File: src/verilog/dtc_pkg.sv
// Constants, field positions and carrier types for the dual timer/counter.
// Assumes an APB slave with 32-bit data; registers are one word each.
package dtc_pkg;
  // ==========================================================
  // Register indices (printed offsets) and byte address width
  localparam logic [7:0] IDX_RUNFLAG = 8'h88;
  localparam logic [7:0] IDX_MODECFG = 8'h89;
  localparam logic [7:0] IDX_A_LOW = 8'h8a;
  localparam logic [7:0] IDX_B_LOW = 8'h8b;
  localparam logic [7:0] IDX_A_HIGH = 8'h8c;
  localparam logic [7:0] IDX_B_HIGH = 8'h8d;
  localparam logic [7:0] IDX_IRQ_STAT = 8'h90;
  localparam logic [7:0] IDX_IRQ_MASK = 8'h91;
  localparam int ADDR_W = 12;
  // ==========================================================
  // Run and flag control bit positions
  localparam int B_OVF = 7;
  localparam int B_RUN = 6;
  localparam int A_OVF = 5;
  localparam int A_RUN = 4;
  localparam int B_EXF = 3;
  localparam int B_TYP = 2;
  localparam int A_EXF = 1;
  localparam int A_TYP = 0;
  // Mode configuration: per-timer nibble positions
  localparam int B_NIB = 4;
  localparam int A_NIB = 0;
  localparam int N_GATE = 3;
  localparam int N_SRC = 2;
  // Interrupt status bit positions
  localparam int S_A_OVF = 0;
  localparam int S_B_OVF = 1;
  localparam int S_A_EXT = 2;
  localparam int S_B_EXT = 3;
  // ==========================================================
  // Reset values
  localparam logic [7:0] RST_BYTE = 8'h00;
  localparam logic [3:0] RST_IRQ = 4'h0;
  // ==========================================================
  // Operating modes
  typedef enum logic [1:0]
  {
    MODE_13BIT = 2'b00,
    MODE_16BIT = 2'b01,
    MODE_RELOAD = 2'b10,
    MODE_SPLIT = 2'b11
  } dtc_mode_t;
  // Per-timer control nibble
  typedef struct packed
  {
    logic gate;
    logic src;
    dtc_mode_t mode;
  } dtc_cfg_t;
  // Pin group
  typedef struct packed
  {
    logic irqB;
    logic irqA;
    logic cntB;
    logic cntA;
  } dtc_pins_t;
endpackage : dtc_pkg

File: src/verilog/dtc_timer.sv
// Dual 8-bit-pair timer/counter with external interrupt detect.
// Assumes an APB master on mclk and pins asynchronous inputs needing retiming.
`timescale 1ns/10ps
module dtc_timer
  import dtc_pkg::*;
(
  // Clock and reset
  input wire logic mclk,
  input wire logic srst,
  // APB slave
  input wire logic psel,
  input wire logic penable,
  input wire logic pwrite,
  input wire logic [ADDR_W-1:0] paddr,
  input wire logic [31:0] pwdata,
  input wire logic [3:0] pstrb,
  output logic [31:0] prdata,
  output logic pready,
  output logic pslverr,
  // External pins
  input wire dtc_pins_t pins,
  // Interrupt vector acknowledges
  input wire logic vecAckA,
  input wire logic vecAckB,
  input wire logic vecExtA,
  input wire logic vecExtB,
  // Interrupt output
  output logic irq
);
  // ==========================================================
  // Functions
  function automatic logic is_addr(input logic [ADDR_W-1:0] a, input logic [7:0] idx);
    is_addr = (a == {2'b00, idx, 2'b00});
  endfunction : is_addr

  // ==========================================================
  // Storage
  logic [7:0] runFlag_q;
  logic [7:0] modeCfg_q;
  logic [7:0] aLow_q, aHigh_q, bLow_q, bHigh_q;
  logic [3:0] irqStat_q, irqMask_q;
  logic [31:0] prdata_q;
  dtc_pins_t sync1_q, sync2_q, prev_q;

  // ==========================================================
  // Pin synchronisers
  always_ff @(posedge mclk)
  begin
    if (srst)
    begin
      sync1_q <= '1;
      sync2_q <= '1;
      prev_q <= '1;
    end
    else
    begin
      sync1_q <= pins;
      sync2_q <= sync1_q;
      prev_q <= sync2_q;
    end
  end
  wire dtc_pins_t fall = prev_q & ~sync2_q;

  // ==========================================================
  // Bus decode
  wire logic acc = psel & penable;
  wire logic wrEn = acc & pwrite & pstrb[0];
  wire logic hitRun = is_addr(paddr, IDX_RUNFLAG);
  wire logic hitMode = is_addr(paddr, IDX_MODECFG);
  wire logic hitAL = is_addr(paddr, IDX_A_LOW);
  wire logic hitBL = is_addr(paddr, IDX_B_LOW);
  wire logic hitAH = is_addr(paddr, IDX_A_HIGH);
  wire logic hitBH = is_addr(paddr, IDX_B_HIGH);
  wire logic hitStat = is_addr(paddr, IDX_IRQ_STAT);
  wire logic hitMask = is_addr(paddr, IDX_IRQ_MASK);
  wire logic hitAny = hitRun | hitMode | hitAL | hitBL | hitAH | hitBH | hitStat | hitMask;
  wire logic [7:0] wb = pwdata[7:0];
  assign pready = 1'b1;
  assign pslverr = acc & ~hitAny;

  // ==========================================================
  // Control decode
  wire dtc_cfg_t cfgA = dtc_cfg_t'(modeCfg_q[A_NIB +: 4]);
  wire dtc_cfg_t cfgB = dtc_cfg_t'(modeCfg_q[B_NIB +: 4]);
  wire logic runA = runFlag_q[A_RUN];
  wire logic runB = runFlag_q[B_RUN];
  wire logic enA = runA & (~cfgA.gate | sync2_q.irqA);
  wire logic enB = runB & (~cfgB.gate | sync2_q.irqB);
  wire logic tickA = enA & (cfgA.src ? fall.cntA : 1'b1);
  wire logic tickB = enB & (cfgB.src ? fall.cntB : 1'b1);
  wire logic splitA = (cfgA.mode == MODE_SPLIT);
  wire logic tickAH = splitA & runB;

  // ==========================================================
  // Counter step: returns {overflow, high, low}
  function automatic logic [16:0] step(input dtc_mode_t m, input logic [7:0] lo,
                                       input logic [7:0] hi);
    logic [16:0] r;
    logic [12:0] c13;
    logic [16:0] c16;
    logic [8:0] c8;
    r = {1'b0, hi, lo};
    c13 = 13'({hi, lo[4:0]}) + 13'd1;
    c16 = {1'b0, hi, lo} + 17'd1;
    c8 = {1'b0, lo} + 9'd1;
    case (m)
      MODE_13BIT: r = {({hi, lo[4:0]} == 13'h1fff), c13[12:5], lo[7:5], c13[4:0]};
      MODE_16BIT: r = c16;
      MODE_RELOAD: r = {c8[8], hi, (c8[8] ? hi : c8[7:0])};
      MODE_SPLIT: r = {c8[8], hi, c8[7:0]};
      default: r = {1'b0, hi, lo};
    endcase
    step = r;
  endfunction : step

  wire logic [16:0] nxtA = step(cfgA.mode, aLow_q, aHigh_q);
  wire logic [16:0] nxtB = step(cfgB.mode, bLow_q, bHigh_q);
  wire logic [8:0] nxtAH = {1'b0, aHigh_q} + 9'd1;
  wire logic stopB = (cfgB.mode == MODE_SPLIT);
  wire logic doB = tickB & ~stopB;
  wire logic ovfA = tickA & nxtA[16];
  wire logic ovfB = splitA ? (tickAH & nxtAH[8]) : (doB & nxtB[16]);

  // ==========================================================
  // Counter registers
  always_ff @(posedge mclk)
  begin
    if (srst)
    begin
      aLow_q <= RST_BYTE;
      aHigh_q <= RST_BYTE;
      bLow_q <= RST_BYTE;
      bHigh_q <= RST_BYTE;
    end
    else
    begin
      if (wrEn & hitAL)
        aLow_q <= wb;
      else if (tickA)
        aLow_q <= nxtA[7:0];
      if (wrEn & hitAH)
        aHigh_q <= wb;
      else if (splitA & tickAH)
        aHigh_q <= nxtAH[7:0];
      else if (~splitA & tickA)
        aHigh_q <= nxtA[15:8];
      if (wrEn & hitBL)
        bLow_q <= wb;
      else if (doB)
        bLow_q <= nxtB[7:0];
      if (wrEn & hitBH)
        bHigh_q <= wb;
      else if (doB)
        bHigh_q <= nxtB[15:8];
    end
  end

  // ==========================================================
  // External interrupt flags
  wire logic trigA = runFlag_q[A_TYP] ? fall.irqA : ~sync2_q.irqA;
  wire logic trigB = runFlag_q[B_TYP] ? fall.irqB : ~sync2_q.irqB;
  wire logic wrRun = wrEn & hitRun;

  function automatic logic flag_nxt(input logic cur, input logic wr, input logic wv,
                                    input logic set, input logic clr);
    logic f;
    f = cur;
    if (wr)
      f = wv;
    else if (clr)
      f = 1'b0;
    if (set)
      f = 1'b1;
    flag_nxt = f;
  endfunction : flag_nxt

  wire logic extA = runFlag_q[A_TYP] ?
    flag_nxt(runFlag_q[A_EXF], wrRun, wb[A_EXF], trigA, vecExtA) : trigA;
  wire logic extB = runFlag_q[B_TYP] ?
    flag_nxt(runFlag_q[B_EXF], wrRun, wb[B_EXF], trigB, vecExtB) : trigB;
  wire logic [7:0] runFlag_d =
  {
    flag_nxt(runFlag_q[B_OVF], wrRun, wb[B_OVF], ovfB, vecAckB),
    wrRun ? wb[B_RUN] : runFlag_q[B_RUN],
    flag_nxt(runFlag_q[A_OVF], wrRun, wb[A_OVF], ovfA, vecAckA),
    wrRun ? wb[A_RUN] : runFlag_q[A_RUN],
    extB,
    wrRun ? wb[B_TYP] : runFlag_q[B_TYP],
    extA,
    wrRun ? wb[A_TYP] : runFlag_q[A_TYP]
  };

  // ==========================================================
  // Control and interrupt registers
  wire logic [3:0] evt = {trigB & ~runFlag_q[B_EXF], trigA & ~runFlag_q[A_EXF], ovfB, ovfA};
  wire logic [3:0] statClr = (wrEn & hitStat) ? wb[3:0] : 4'h0;
  always_ff @(posedge mclk)
  begin
    if (srst)
    begin
      runFlag_q <= RST_BYTE;
      modeCfg_q <= RST_BYTE;
      irqStat_q <= RST_IRQ;
      irqMask_q <= RST_IRQ;
    end
    else
    begin
      runFlag_q <= runFlag_d;
      if (wrEn & hitMode)
        modeCfg_q <= wb;
      if (wrEn & hitMask)
        irqMask_q <= wb[3:0];
      irqStat_q <= (irqStat_q & ~statClr) | evt;
    end
  end
  assign irq = |(irqStat_q & irqMask_q);

  // ==========================================================
  // Read data
  wire logic [7:0] rdSel =
    hitRun ? runFlag_q :
    hitMode ? modeCfg_q :
    hitAL ? aLow_q :
    hitBL ? bLow_q :
    hitAH ? aHigh_q :
    hitBH ? bHigh_q :
    hitStat ? {4'h0, irqStat_q} :
    hitMask ? {4'h0, irqMask_q} : 8'h00;
  always_ff @(posedge mclk)
  begin
    if (srst)
      prdata_q <= 32'h0000_0000;
    else if (psel & ~penable & ~pwrite)
      prdata_q <= {24'h00_0000, rdSel};
  end
  assign prdata = prdata_q;
endmodule : dtc_timer

File: config.mk
export PLATFORM = sky130hd
export DESIGN_NAME = dtc_timer
export DESIGN_NICKNAME = d
export VERILOG_FILES = /design/src/verilog/dtc_pkg.sv /design/src/verilog/dtc_timer.sv
export SDC_FILE = /design/constraint.sdc
export NUM_CORES = 1
export LEC_CHECK = 0
export BUFFER_PORTS_ARGS = -buffer_cell sky130_fd_sc_hd__buf_2
export CAP_MARGIN = 10
export CORE_ASPECT_RATIO = 0.7
export CORE_UTILIZATION = 50
export DETAILED_ROUTE_END_ITERATION = 6
export PLACE_DENSITY = 0.8
export SYNTH_ARGS = -nofsm -noshare
export SYNTH_HDL_FRONTEND = slang
export SYNTH_SLANG_ARGS = --single-unit
File: constraint.sdc
create_clock -name mclk -period 5.7 [get_ports mclk]
set_input_delay 0.57 -clock mclk [delete_from_list [all_inputs] [get_ports mclk]]
set_output_delay 0.57 -clock mclk [all_outputs]
set_load 0.02 [all_outputs]
; ---- Yosys cells after proc, flatten, opt, wreduce, memory -nomap -nowiden
; Cells that the tools add are included.
[word_totals]
register_bits = 76
latch_bits = 0
ram_bits = 0
mem_bits_ro = 0
out_inout_bits = 35
wordCells = 165
mem_count = 0
[op_classes]
addsub = 7
mul = 0
div_mod_pow = 0
order_cmp = 0
n_eq_ne = 24
n_shift = 0
muxes = 41
n_bitwise = 53
n_reduce_logical = 13
[op_table]
columns = cell, n
row1 = $mux W8, 17
row2 = $pmux W17 S4, 2
row3 = $eq A12 B10 Y1 const B, 8
row4 = $add A16 B1 Y17 const B, 2
row5 = $add A8 B1 Y9 const B, 3
row6 = $and A1 B1 Y1, 27
row7 = $add A13 B1 Y13 const B, 2
row8 = $eq A13 B13 Y1 const B, 2
row9 = $mux W1, 19
row10 = $and A4 B4 Y4, 3
row11 = $mux W4, 3
row12 = $not A1 Y1, 11
row13 = $or A1 B1 Y1, 9
row14 = $reduce_bool A3 Y1, 3
row15 = $eq A2 B2 Y1 const B, 4
row16 = $ne A4 B2 Y1 const B, 2
row17 = $not A4 Y4, 2
row18 = $ne A2 B2 Y1 const B, 3
row19 = $reduce_and A3 Y1, 2
row20 = $reduce_bool A2 Y1, 3
row21 = $eq A2 B1 Y1 const B, 2
row22 = $logic_not A2 Y1, 2
row23 = $or A4 B4 Y4, 1
row24 = $reduce_and A2 Y1, 2
row25 = other kinds (4), 4

; ---- Longest topological paths before layout
[depth]
ltp_word = 10
mapped_depth = 8
ltp_nobuf = 7

; ---- Worst setup path after synthesis
; Ideal clock, no wire load.
[synth_timing]
path_kind = in2out
startpoint = input paddr[2]
endpoint = output pslverr
t_arrival_ns = 1.923
required_time_ns = 5.130
setup_slack_ns = 3.207
path_stages = 5
path_cell_list = buf_1 buf_2 nor2b_1 o32ai_1 a211oi_1
[synth_between]
elab_chain_cells = 10
word_cells_on_any_way = 17
classes_between = eq/ne: 8 / bitwise: 9
[synth_rtl]
columns = item, line_no
row1 = "start, declared", dtc_timer.sv:14  ; input wire logic [ADDR_W-1:0] paddr,
row2 = $eq A12 B10 Y1, dtc_timer.sv:33  ; is_addr = (a == {2'b00, idx, 2'b00});
row3 = $or A1 B1 Y1 (6 in series), dtc_timer.sv:76  ; wire logic hitAny = hitRun | hitMode | hitAL | hitBL | hitAH | hitBH | hitStat | hitMask;
row4 = $or A1 B1 Y1 (*), dtc_timer.sv:76
row5 = $not A1 Y1 (*), dtc_timer.sv:79  ; assign pslverr = acc & ~hitAny;
row6 = $and A1 B1 Y1 (*), dtc_timer.sv:79
row7 = "end, declared", dtc_timer.sv:19  ; output logic pslverr,
; Mark *: on every way between the ends. The rest lies on a longest branch, timed or not.

; ---- Final worst setup path
[layout_timing]
startpoint = input paddr[1]
endpoint = output pslverr
; Same word-level chain as after synthesis.

==> reports/metrics.sh <==
WORST_PIN_SLEW_NS=0.786
FIRST_GLOBAL_VIAS=4472
HOLDBUFCOUNTCTS=0
PLACE_WORST_SETUP_SLACK_NS=2.77
SYNTH_AREA_LEADERS='dfxtp_1 (30%), nor2_1 (5.0%), a21oi_1 (4.7%)'
SETUP.WORST_PATH.START_CLASS='input port'
DRT_DRC_VIOLATIONS_LEFT=0
TOTAL_POWER_uW=1300
MIN_PERIOD_NS=3.00
POST-ROUTE-PERIOD-UTIL_PCT=52.6
MULTI_INPUT_COMB_AREA_MM2=0.00319
DP_CELLS=779
MAXCAPVIOLATIONS=0
NNETSFINAL=726
CRIT_TYPE='in2out'
POST_DRT_WL_PER_CELL_UM=19.6
SYNTH_ENABLE_FLOP_CELLS=0
FF_LATCH_AREA_MM2=0.00152
WORST_SETUP_PATH_END_KIND='output pin'
CTS.CLK_SLEW.WORST_PATHS_NS=0.06
GRT_PASS1_WL_UM=24300
CTS.HTREE.LEVELS=3
GRTUSAGETOTAL_PCT=30.5
CELL_WITH_THE_MOST_INSTANCES_AFTER_SYNTHESIS='dfxtp_1'
SYNTH.TOP_CELL.AREA_SHARE_PCT=30.1
AREA_OF_ALL_PLACED_CELLS_WITHOUT_FILLERS_MM2=0.00550
SYNTHESIS.YOSYS.WARNINGS=0
POSTROUTEANTENNANETS=0
DIE_WIDTH_UM=122
POST-DP-HPWL_UM=10900
TOTAL_LEAKAGE_POWER_uW=0.00190
MAX_FREQ_GHz=0.333
DESIGN.PORTCOUNT=96
RSZ0062_AT_GRT='no'
SYNTHESIS.INSTANCES=648
YOSYS_REGISTER_BITS=76
REPORT.FINAL.HOLD_VIOL_COUNT=0
WORST_SLACK_NS=2.70
PEAKVDDDROP_mV=0.155
FINALSETUPVIOLCOUNT=0
DRT_ITER0_DRC=764
WORST-ENDPOINT-ARRIVAL_NS=2.43
DRIVE_ABOVE_1_SHARE_PCT=15.3
FINALNONFILLERCELLS=795
FIRSTDRTPASSITERS=5
ANTENNA_CELLS=0
SKEW_NS=0.0142
START_UTIL_PCT=51.7
SYNTH-SEQ-AREA-SHARE_PCT=30.1
CTS_BUFFERS=9
FINAL-MAX-SLEW-VIOLATION-COUNT=0
FINALSETUPTNS_NS=0
SYNTH.TOP_CELLS.BY_COUNT='dfxtp_1 (76), nor2_1 (67), nand2_1 (62), a21oi_1 (47), nand3_1 (29)'
WORST_SLEW_MARGIN_REL_PCT=47.6
BUFFER_PORTS.INSERTED=43
AVGSYNTHCELLAREA_UM2=7.79
POWERDENSITY_mW_PER_MM2=236
PLACE_AREA_MM2=0.00517
DIE_H_UM=86.1
DRT_WL_TOTAL_UM=15600
CTSROOTBUFFERMASTER='clkbuf_16'
GRT_ANTENNA_BEFORE_REPAIR=0
GRT_MAX_DEGREE=78
SYNTHDISTINCTLIBCELLS=78
CORE.ROWCOUNT=30
CRITICAL_PATH_PEAK_FANOUT=10
AREA_GROWTH_PCT=8.87
SYNTH_ASYNC_SR_FLOP_SHARE_PCT=0
MIN-DELAY-PATH-CLASS='in2reg'
CTS_RESIZED=0
GRT_OVERFLOW=0
OUTCOME='finished clean'
WORSTPATHREQUIRED_NS=5.13
CLK-INSERTION-DELAY-LATE_NS=0.35
PLACE.GP.CONGESTION=0.960
FLOORPLAN.DIE_AREA_MM2=0.0105
MAPPEDNETLISTAREA_MM2=0.00505
FILL_CELLS=902
CORE_REGION_AREA_MM2=0.00976
LARGEST_BUFFER_COUNT_ON_ANY_CLOCK_PATH=2
NUM_VIAS=5151
SINK_COUNT=76
SYNTHDOMINANTAREACELLTYPE='dfxtp_1'
POST_DRT_VIA_CELL_RATIO=6.48
POSTSYNTH.TOPFLOPCELL='dfxtp_1'
CTS_POST_SETUP_BUFFERS_INSERTED=0
CTS_TREE='yes'
-- cells by family after synthesis --
family,synth area share (%)
other,0.149
flip-flops,30.1
AND/OR/NAND/NOR,30.7
multiplexers,5.23
XOR/XNOR,3.12
buffers and inverters,8.42
adder cells (fa/ha/maj),0.743
AO/OA/AOI/OAI,21.5
-- where the power goes --
group          switching (µW)  leakage [µW]  internal, µW
Sequential               6.19      0.000616           538
Combinational            73.5       0.00112          29.8
Clock                     258      0.000161           391
Total                     338       0.00190           959
-- final timing paths --
path	cells past startpoint	slack, ns	to	startpoint
setup / recovery	6	2.70	pslverr	paddr[1]
hold / removal	2	0.40	sync1_q[0]	pins[0]
setup reg to reg	7	3.28	bLow_q[3]	bLow_q[1]
hold reg to reg	1	0.41	sync2_q[1]	sync1_q[1]
-- through the flow --
stage | util, % | hold slack [ns]
detailed placement | 53.0 | 0.393
floorplan | - | 0.389
finish | 56.3 | 0.404
CTS | 56.3 | 0.395
global placement | 53.0 | 0.392
global route | 56.3 | 0.393
-- routing by layer --
metal / global-route usage, % / vias to the layer above / share of wire, %
met5: 0 / - / 0
met4: 10.5 / 0 / 2.5
met3: 7.45 / 39 / 13
met2: 42.8 / 327 / 41
met1: 44.6 / 2440 / 43
li1: - / 2345 / -
-- placed cells by master (no fill, tap or decap), drive strengths merged, types with 12 or more instances in the layout --
cell type / n
buf: 46
a31oi: 12
a21oi: 48
nand2: 63
mux2i: 23
nor2: 68
or2: 14
a211oi: 22
dfxtp: 76
nor3: 26
nand4: 14
or3: 13
conb: 25
inv: 20
nand3: 31
o21ai: 19
-- critical path, stage by stage --
cell      delay (ns)
buf_2           0.11
nor2_1          0.52
and2_0          0.42
and3_1          0.54
a211oi_1        0.08
buf_2           0.18
-- state kept, by name, indices dropped and copies added, names as in the netlist --
signal and flops:
aHigh_q 8, aLow_q 8, bHigh_q 8, bLow_q 8
irqMask_q 4, irqStat_q 4, modeCfg_q 8, prdata 8
prev_q 4, runFlag_q 8, sync1_q 4, sync2_q 4
-- layout make-up --
cell class / count / share of cell area [%]
sequential: 76 / 27.7
tap: 128 / 2.91
clock inverter: 7 / 1.89
timing repair buffer: 46 / 4.32
inverter: 16 / 1.09
multi-input combinational: 513 / 58.0
clock buffer: 9 / 4.10
No activity file was read; power rests on OpenSTA's default activity.
